===== src/bpm_pkg.sv =====
// package: constants for the battery power-mode and protection block
package bpm_pkg;
    // clock rate and timing figures
    localparam int CLK_HZ = 20_000_000;
    localparam int WAKE_DEBOUNCE_MS = 100;
    localparam int WAKE_DEBOUNCE_CYC = WAKE_DEBOUNCE_MS * (CLK_HZ / 1000);
    localparam int SLEEP_TIMEOUT_MS = 2000;
    localparam int SLEEP_TIMEOUT_CYC = SLEEP_TIMEOUT_MS * (CLK_HZ / 1000);
    localparam int OV_DELAY_MS = 1000;
    localparam int OV_DELAY_CYC = OV_DELAY_MS * (CLK_HZ / 1000);
    localparam int UV_DELAY_MS = 100;
    localparam int UV_DELAY_CYC = UV_DELAY_MS * (CLK_HZ / 1000);
    localparam int OC_DELAY_MS = 10;
    localparam int OC_DELAY_CYC = OC_DELAY_MS * (CLK_HZ / 1000);
    localparam int SC_DELAY_US = 100;
    localparam int SC_DELAY_CYC = SC_DELAY_US * (CLK_HZ / 1_000_000);
    localparam int CNT_W = 32;

    typedef enum logic [0:0] {
        BPM_ACTIVE = 1'b0,
        BPM_SLEEP = 1'b1
    } bpm_mode_t;

    typedef enum logic [1:0] {
        BPM_CAUSE_NONE = 2'b00,
        BPM_CAUSE_BUS = 2'b01,
        BPM_CAUSE_UV = 2'b10
    } bpm_cause_t;
endpackage : bpm_pkg


===== src/bpm_core.sv =====
// power-mode state machine and cell-protection FET control
`timescale 1ns/1ns
`default_nettype none

// Contract
// - after power-up the block starts in active mode.
// - active mode runs measurement and enables FET drive only when safe.
// - sleep stops measurement, disables gate drive and authentication, keeps registers.
// - sleep has two causes, bus-low and undervoltage, each with own enable.
// - charger detect or charge current of 1.6mV blocks sleep entry.
// - sleeping block wakes on charger or rising edge on any bus line.
// - bus-low sleep needs enable and all lines low for sleep timeout.
// - undervoltage sleep needs low cell, enable, and bus static for timeout.
// - undervoltage sleep wakes on any logic change of a bus line.
// - bus-low sleep with wake-switch enable pulls pin high; falling edge wakes.
// - falling edge on programmable pin is debounced 100ms before waking.
// - no wake-switch pull-up or wake when sleep came from undervoltage.
// - protection is evaluated only in active mode, on all sense inputs.
// - overvoltage past its delay turns charge drive off; discharge stays on.
// - overvoltage trip released when both cells fall below charge-enable threshold.
// - overvoltage released early on discharge at 1.2mV with both cells below threshold.
// - undervoltage past its delay turns both drives off; sleeps if enabled.
// - undervoltage released by charger with cells at threshold, or cells high, enable clear.
// - charge overcurrent turns both off; released when pack-plus low with pulldown.
// - discharge overcurrent or short turns discharge off; released pack-plus high with pullup.
// - each drive is high only with no relevant trip and its disable clear.
module bpm_core
    import bpm_pkg::*;
#(
    parameter int SLEEP_CYC = SLEEP_TIMEOUT_CYC,
    parameter int DEBOUNCE_CYC = WAKE_DEBOUNCE_CYC,
    parameter int OV_CYC = OV_DELAY_CYC,
    parameter int UV_CYC = UV_DELAY_CYC,
    parameter int OC_CYC = OC_DELAY_CYC,
    parameter int SC_CYC = SC_DELAY_CYC
) (
    // clock and reset
    input wire logic clock_i,
    input wire logic rst_i,
    // configuration bits
    input wire logic sleep_on_bus_low_enable_i,
    input wire logic undervoltage_sleep_enable_i,
    input wire logic wake_switch_on_gpio_enable_i,
    input wire logic wake_switch_on_dataline_enable_i,
    input wire logic charge_fet_disable_i,
    input wire logic discharge_fet_disable_i,
    // bus and wake pins (asynchronous)
    input wire logic data_line_i,
    input wire logic clock_line_i,
    input wire logic programmable_io_pin_i,
    // analog comparator flags (asynchronous)
    input wire logic charger_detect_i,
    input wire logic charge_current_min_i,
    input wire logic discharge_current_min_i,
    input wire logic cell_over_ov_i,
    input wire logic cells_below_ov_i,
    input wire logic cells_below_ce_i,
    input wire logic cell_below_uv_i,
    input wire logic cells_above_uv_i,
    input wire logic below_coc_i,
    input wire logic above_doc_i,
    input wire logic above_sc_i,
    input wire logic pack_plus_below_margin_i,
    input wire logic pack_plus_above_margin_i,
    // outputs
    output logic active_o,
    output logic measure_enable_o,
    output logic auth_enable_o,
    output logic charge_fet_drive_o,
    output logic discharge_fet_drive_o,
    output logic pulldown_test_current_o,
    output logic pullup_test_current_o,
    output logic gpio_pullup_o,
    output logic dataline_pullup_o
);
    // ==========================================================
    // input synchronisers
    localparam int NS = 15;
    logic [NS-1:0] raw, s1_q, s2_q;
    assign raw = {data_line_i, clock_line_i, programmable_io_pin_i, charger_detect_i,
        charge_current_min_i, discharge_current_min_i, cell_over_ov_i, cells_below_ov_i,
        cells_below_ce_i, cell_below_uv_i, cells_above_uv_i, below_coc_i, above_doc_i,
        above_sc_i, pack_plus_below_margin_i};
    logic pp_hi_s1_q, pp_hi_q;
    always_ff @(posedge clock_i) begin
        if (rst_i) begin
            s1_q <= '0;
            s2_q <= '0;
            pp_hi_s1_q <= 1'b0;
            pp_hi_q <= 1'b0;
        end else begin
            s1_q <= raw;
            s2_q <= s1_q;
            pp_hi_s1_q <= pack_plus_above_margin_i;
            pp_hi_q <= pp_hi_s1_q;
        end
    end
    logic dq, scl, programmable_io_pin, chg, chg_cur, dis_cur, ov, bel_ov, bel_ce, uv, abv_uv, coc, doc, sc, pp_lo;
    assign {dq, scl, programmable_io_pin, chg, chg_cur, dis_cur, ov, bel_ov, bel_ce, uv, abv_uv, coc, doc, sc, pp_lo} = s2_q;

    // ==========================================================
    // qualification counters
    function automatic logic [CNT_W-1:0] qual_next(input logic flag, input logic [CNT_W-1:0] c,
                                                   input int lim);
        if (!flag) qual_next = '0;
        else if (c < CNT_W'(lim)) qual_next = c + 1'b1;
        else qual_next = c;
    endfunction : qual_next

    bpm_mode_t mode_q, mode_d;
    bpm_cause_t cause_q, cause_d;
    logic [CNT_W-1:0] ov_c_q, uv_c_q, coc_c_q, doc_c_q, sc_c_q, bus_c_q, deb_c_q;
    logic [CNT_W-1:0] ov_c_d, uv_c_d, coc_c_d, doc_c_d, sc_c_d, bus_c_d, deb_c_d;
    logic ov_t_q, uv_t_q, coc_t_q, dis_t_q, ov_t_d, uv_t_d, coc_t_d, dis_t_d;
    logic dq_q, scl_q, pio_q, pio_low_q, pio_low_d;
    logic active, bus_low, bus_static, sleep_block, rise, change, pio_fall, wake;

    assign active = (mode_q == BPM_ACTIVE);
    assign bus_low = !dq && !scl;
    assign bus_static = (dq == dq_q) && (scl == scl_q);
    assign sleep_block = chg || chg_cur;
    assign rise = (dq && !dq_q) || (scl && !scl_q);
    assign change = (dq != dq_q) || (scl != scl_q);
    assign pio_fall = !programmable_io_pin && pio_q;

    // ==========================================================
    // protection trips, evaluated only while active
    always_comb begin
        ov_c_d = active ? qual_next(ov, ov_c_q, OV_CYC) : '0;
        uv_c_d = active ? qual_next(uv, uv_c_q, UV_CYC) : '0;
        coc_c_d = active ? qual_next(coc, coc_c_q, OC_CYC) : '0;
        doc_c_d = active ? qual_next(doc, doc_c_q, OC_CYC) : '0;
        sc_c_d = active ? qual_next(sc, sc_c_q, SC_CYC) : '0;
        ov_t_d = ov_t_q;
        uv_t_d = uv_t_q;
        coc_t_d = coc_t_q;
        dis_t_d = dis_t_q;
        if (active) begin
            if (ov_c_q >= CNT_W'(OV_CYC)) ov_t_d = 1'b1;
            else if (bel_ce || (dis_cur && bel_ov)) ov_t_d = 1'b0;
            if (uv_c_q >= CNT_W'(UV_CYC)) uv_t_d = 1'b1;
            else if (abv_uv && (chg || !undervoltage_sleep_enable_i)) uv_t_d = 1'b0;
            if (coc_c_q >= CNT_W'(OC_CYC)) coc_t_d = 1'b1;
            else if (pp_lo) coc_t_d = 1'b0;
            if (doc_c_q >= CNT_W'(OC_CYC) || sc_c_q >= CNT_W'(SC_CYC)) dis_t_d = 1'b1;
            else if (pp_hi_q) dis_t_d = 1'b0;
        end
    end

    // ==========================================================
    // power-mode machine
    always_comb begin
        mode_d = mode_q;
        cause_d = cause_q;
        bus_c_d = '0;
        deb_c_d = '0;
        pio_low_d = 1'b0;
        wake = 1'b0;
        if (active) begin
            if (sleep_on_bus_low_enable_i) bus_c_d = qual_next(bus_low, bus_c_q, SLEEP_CYC);
            else if (undervoltage_sleep_enable_i) bus_c_d = qual_next(bus_static, bus_c_q, SLEEP_CYC);
            if (!sleep_block && bus_c_q >= CNT_W'(SLEEP_CYC)) begin
                if (sleep_on_bus_low_enable_i && bus_low) begin
                    mode_d = BPM_SLEEP;
                    cause_d = BPM_CAUSE_BUS;
                end
            end
            if (!sleep_block && undervoltage_sleep_enable_i && uv_t_q && bus_static
                && qual_next(bus_static, bus_c_q, SLEEP_CYC) >= CNT_W'(SLEEP_CYC)) begin
                mode_d = BPM_SLEEP;
                cause_d = BPM_CAUSE_UV;
            end
        end else begin
            // debounce a low on the wake pin after its falling edge
            pio_low_d = pio_low_q ? !programmable_io_pin : pio_fall;
            deb_c_d = pio_low_q ? qual_next(!programmable_io_pin, deb_c_q, DEBOUNCE_CYC) : '0;
            if (chg || rise) wake = 1'b1;
            if (cause_q == BPM_CAUSE_UV && change) wake = 1'b1;
            if (cause_q == BPM_CAUSE_BUS) begin
                if (wake_switch_on_gpio_enable_i && pio_low_q && deb_c_q >= CNT_W'(DEBOUNCE_CYC))
                    wake = 1'b1;
                if (wake_switch_on_dataline_enable_i && !dq && dq_q) wake = 1'b1;
            end
            if (wake) begin
                mode_d = BPM_ACTIVE;
                cause_d = BPM_CAUSE_NONE;
            end
        end
    end

    always_ff @(posedge clock_i) begin
        if (rst_i) begin
            mode_q <= BPM_ACTIVE;
            cause_q <= BPM_CAUSE_NONE;
            {ov_c_q, uv_c_q, coc_c_q, doc_c_q, sc_c_q, bus_c_q, deb_c_q} <= '0;
            {ov_t_q, uv_t_q, coc_t_q, dis_t_q} <= '0;
            {dq_q, scl_q, pio_q, pio_low_q} <= 4'h0;
        end else begin
            mode_q <= mode_d;
            cause_q <= cause_d;
            {ov_c_q, uv_c_q, coc_c_q, doc_c_q, sc_c_q, bus_c_q, deb_c_q} <=
                {ov_c_d, uv_c_d, coc_c_d, doc_c_d, sc_c_d, bus_c_d, deb_c_d};
            {ov_t_q, uv_t_q, coc_t_q, dis_t_q} <= {ov_t_d, uv_t_d, coc_t_d, dis_t_d};
            {dq_q, scl_q, pio_q, pio_low_q} <= {dq, scl, programmable_io_pin, pio_low_d};
        end
    end

    // ==========================================================
    // outputs; trip flags persist through sleep so state is retained
    assign active_o = active;
    assign measure_enable_o = active;
    assign auth_enable_o = active;
    assign charge_fet_drive_o = active && !ov_t_q && !uv_t_q && !coc_t_q && !charge_fet_disable_i;
    assign discharge_fet_drive_o = active && !uv_t_q && !coc_t_q && !dis_t_q && !discharge_fet_disable_i;
    assign pulldown_test_current_o = active && coc_t_q;
    assign pullup_test_current_o = active && dis_t_q;
    assign gpio_pullup_o = !active && cause_q == BPM_CAUSE_BUS && wake_switch_on_gpio_enable_i;
    assign dataline_pullup_o = !active && cause_q == BPM_CAUSE_BUS && wake_switch_on_dataline_enable_i;

    // ==========================================================
    // assertions
    AST_RESET_ACTIVE: assert property (@(posedge clock_i) $fell(rst_i) |-> active_o)
        else $error("not active after reset");
    AST_SLEEP_NO_DRIVE: assert property (@(posedge clock_i) disable iff (rst_i)
        !active_o |-> !charge_fet_drive_o && !discharge_fet_drive_o && !measure_enable_o)
        else $error("drive during sleep");
    AST_NO_SLEEP_CHARGER: assert property (@(posedge clock_i) disable iff (rst_i)
        active && sleep_block |=> active)
        else $error("slept with charger");
    AST_CHARGER_WAKE: assert property (@(posedge clock_i) disable iff (rst_i)
        !active && chg |=> active)
        else $error("no wake on charger");
    AST_UV_NO_SWITCH: assert property (@(posedge clock_i) disable iff (rst_i)
        cause_q == BPM_CAUSE_UV |-> !gpio_pullup_o && !dataline_pullup_o)
        else $error("pullup in uv sleep");
    AST_OV_DC_KEEP: assert property (@(posedge clock_i) disable iff (rst_i)
        ov_t_q && !uv_t_q && !coc_t_q && !dis_t_q && active && !discharge_fet_disable_i
        |-> !charge_fet_drive_o && discharge_fet_drive_o)
        else $error("ov response wrong");
    AST_OV_RELEASE: assert property (@(posedge clock_i) disable iff (rst_i)
        active && ov_t_q && bel_ce && ov_c_q < CNT_W'(OV_CYC) |=> !ov_t_q)
        else $error("ov not released");
    AST_SC_TRIP: assert property (@(posedge clock_i) disable iff (rst_i)
        active && sc_c_q >= CNT_W'(SC_CYC) |=> !discharge_fet_drive_o)
        else $error("short not tripped");
    AST_CC_DISABLE: assert property (@(posedge clock_i) disable iff (rst_i)
        charge_fet_disable_i |-> !charge_fet_drive_o)
        else $error("charge drive while disabled");
    AST_CNT_RESTART: assert property (@(posedge clock_i) disable iff (rst_i)
        !ov |=> ov_c_q == '0)
        else $error("counter not restarted");
    COV_BUS_SLEEP: cover property (@(posedge clock_i) cause_q == BPM_CAUSE_BUS);
    COV_UV_SLEEP: cover property (@(posedge clock_i) cause_q == BPM_CAUSE_UV);
    COV_WAKE: cover property (@(posedge clock_i) $rose(active));
    COV_DIS_TRIP: cover property (@(posedge clock_i) $rose(dis_t_q));
endmodule : bpm_core

`default_nettype wire


===== config.mk =====
export PLATFORM = sky130hd
export DESIGN_NAME = bpm_core
export DESIGN_NICKNAME = d
export VERILOG_FILES = /design/src/bpm_pkg.sv /design/src/bpm_core.sv
export SDC_FILE = /design/constraint.sdc
export NUM_CORES = 1
export LEC_CHECK = 0
export ABC_CLOCK_PERIOD_IN_PS = 3800
export BUFFER_PORTS_ARGS = -buffer_cell sky130_fd_sc_hd__buf_2
export CAP_MARGIN = 10
export CORE_UTILIZATION = 55
export DETAILED_ROUTE_END_ITERATION = 12
export PLACE_DENSITY_LB_ADDON = 0.05
export SLEW_MARGIN = 20
export SYNTH_ARGS = -nofsm -noshare
export SYNTH_HDL_FRONTEND = slang
export SYNTH_SLANG_ARGS = --single-unit

===== constraint.sdc =====
create_clock -name clock_i -period 3.8 [get_ports clock_i]
set_input_delay 0.38 -clock clock_i [delete_from_list [all_inputs] [get_ports clock_i]]
set_output_delay 0.38 -clock clock_i [all_outputs]
set_load 0.01 [all_outputs]

==> run metrics <==
total gr overflow 0; outcome complete, no violations; DRC 0; final instance area 11900 um^2; Area growth, synth to finish 12.1%; Worst Path Buf+Inv 0; hold buffers post-CTS 0; Routed WL per cell 13.0 um; first-pass GRT wire length 32300 um; Critical Path RT 4.21 ns; Clock Skews 0.00863 ns; I/O Pins 33; endpoints failing hold 0; combinational share of power 0.015; Synth area leader dfxtp_1; Tightest Hold Check Type in -> reg; Max Cap Violations 0; Num CTS Buffers 28; CTS root buffer clkbuf_16; crit end category flip-flop; antenna-violating nets left 0; Max FO, Critical Path 20; Die W 141 um; Die Area 19800 um^2; highest clock rate 0.335 GHz; normalized max-slew margin 0.463; PD cells 476 nW/um^2; share of power burned in registers 0.501; nets 1232; post-synthesis net count 1206; WL final 18800 um; CP Class reg -> reg; Site Rows 50; post-synthesis cell count 1166; Die Ht 141 um; Reg-to-Reg Start bus_c_q[24]; Crit. Startpoint bus_c_q[24]; Final HPWL DP 12300 um; DR iter-0 viols 287; worst slew pin tran 0.806 ns; CP arrival 3.39 ns; sequential element share of the synthesized area 0.504; # clock sinks 267; DR vias/cell 5.34; Core ar. 18800 um^2; starting density of the core 0.565; Switching Share 0.207; met3 routed WL 574 um; Clock Latency Late Sink 0.53 ns; postcts setup bufs 0; Final setup viols 0; asr flop ratio synth 0; net switching power 0.00117 W; min cycle time layout 2.99 ns; iteration count of the initial detailed-routing pass 5; Seq cells post-synth 267; unrepaired setup endpoints after global routing no; top-area cell type share of the netlist area 0.504; post-CTS sizing 0; initial antenna violation count 0; CP max-delay cell a311o_2; Clock power frac 0.485; TNS Setup 0 ns; Netlist cell types 67; Syn Area/Cell 9.09 um^2; share of cells above drive strength 1 0.0923; Post-synth EDFFs 0; number of global-route vias before repair 7061; max layer used met4; Pins Over Slew Limit 0; # port buffers 32; largest net degree at the start of global routing 44; internal power 0.00449 W; CTS tree built; Leakage 4.61 nW; hold_sp charge_current_min_i; ANT cells 0; GRT Total Usage 0.192; Worst-path clk slew 0.06 ns; H-tree levels 1; Post-Syn Area 10600 um^2; VDD IR-drop max 0.324 mV; placed cell areas 10900 um^2; worst path cell trace nor4_1 -> a221oi_1 -> a311o_2 -> nor3_1 -> nand2b_1 -> a2111oi_0 -> and4_1 -> a21o_1 -> a211oi_2; worst hold margin 0.0515 ns; Final period util 0.786; CTS max path bufs 3; Max stage delay on crit path 0.50 ns; CP top delay family compound AO/OA/AOI/OAI gates; Primary FF master, synth dfxtp_1; Startpoint Class flip-flop; metal2 WL 7910 um; M1 wire length 9950 um; yosys warns 0; detailed-route via count 7728; GPL Wtd Cong 0.868; dominant cells by area after synthesis dfxtp_1, and3_1, xor2_1
==> synthesized netlist by cell type, types with 3 or more instances <==
master	count
nor2_1	160
nand3_1	43
o21ai_0	31
mux2i_1	5
o211ai_1	4
o31ai_1	4
nor3_1	15
or4_1	4
nor2b_1	43
nand2_1	84
o21a_1	4
inv_1	33
a21oi_1	37
a21o_1	3
nor4b_1	3
nand4_1	33
xor2_1	69
and4_1	4
and2_1	6
ha_1	16
xnor2_1	33
a31oi_1	13
dfxtp_1	267
and3_1	108
clkbuf_1	39
or3_1	26
nor4_1	28
==> per-layer routing <==
layer / global-route usage / up-vias
li1: - / 4072
met1: 0.278 / 3531
met2: 0.300 / 97
met3: 0.0292 / 28
met4: 0.0469 / 0
met5: 0 / -
==> stage by stage <==
step,power (W),setup slack (ns),cells,utilization
after floorplan,0.00294,1.12,1166,-
after global placement,0.00298,0.924,1396,0.582
after detailed placement,0.00298,0.875,1396,0.582
after CTS,0.00572,0.860,1447,0.633
after global routing,0.00585,0.564,1447,0.633
final,0.00566,0.815,1447,0.633
==> layout make-up <==
type                    instances  area (um^2)
repair buffers                 42          235
well taps                     234          293
multi-input cells             820         4930
clock buffers                  34          763
inverters                      33          124
clock inverters                17          185
flip-flops and latches        267         5350
fillers                      1584         6890
==> power by group through the flow <==
stage	registers (W)	clock network [W]	logic [W]
global placement	0.00289	0	0.0000844
finish	0.00283	0.00274	0.0000828
floorplan	0.00289	0	0.0000563
detailed placement	0.00289	0	0.0000845
CTS	0.00283	0.00280	0.0000845
global route	0.00283	0.00292	0.0000950
==> flip-flops by register name (all words and copies together) (netlist names), 32 cells and up <==
register,count
deb_c_q,32
bus_c_q,32
uv_c_q,32
sc_c_q,32
coc_c_q,32
ov_c_q,32
doc_c_q,32
==> cells in the final DEF, fill, tap and decap left out, types with 13 or more instances in the layout <==
cell and count:
dfxtp_1 267, nor2_1 159, and3_1 108, nand2_1 84, xor2_1 69, nor2b_1 43, nand3_1 43, a21oi_1 37
inv_1 33, nand4_1 33, xnor2_1 33, buf_2 32, o21ai_0 31, nor4_1 28, clkbuf_16 28, or3_1 26
ha_1 16, nor3_1 14, a31oi_1 13
==> cell families (layout without fill, tap and decap cells) <==
kind of cell,after synthesis,in the layout,synth area share
adders and majority gates,16,16,0.0189
buffers and inverters,79,126,0.0314
DFF,267,267,0.504
xor gates and xnor gates,102,102,0.0843
and+or+nand+nor,575,575,0.282
muxes,6,6,0.00578
AOI/OAI and AO/OA,121,121,0.0732
==> worst reg2reg max path, stage by stage, from the launching register on <==
cell and delay (ns):
dfxtp_1 0.35, nor4_1 0.39, a221oi_1 0.16, a311o_2 0.50
nor3_1 0.38, nand2b_1 0.14, a2111oi_0 0.45, and4_1 0.24
a21o_1 0.17, a211oi_2 0.07
==> worst paths after layout <==
check	cells past startpoint	endpoint	slack (ns)
worst max-delay path	9	cause_q[0]	0.81
worst min-delay path	2	s1_q[10]	0.05
worst max register to register	9	cause_q[0]	0.81
worst min register to register	1	s2_q[6]	0.44
(Power assumes the default switching activity.)
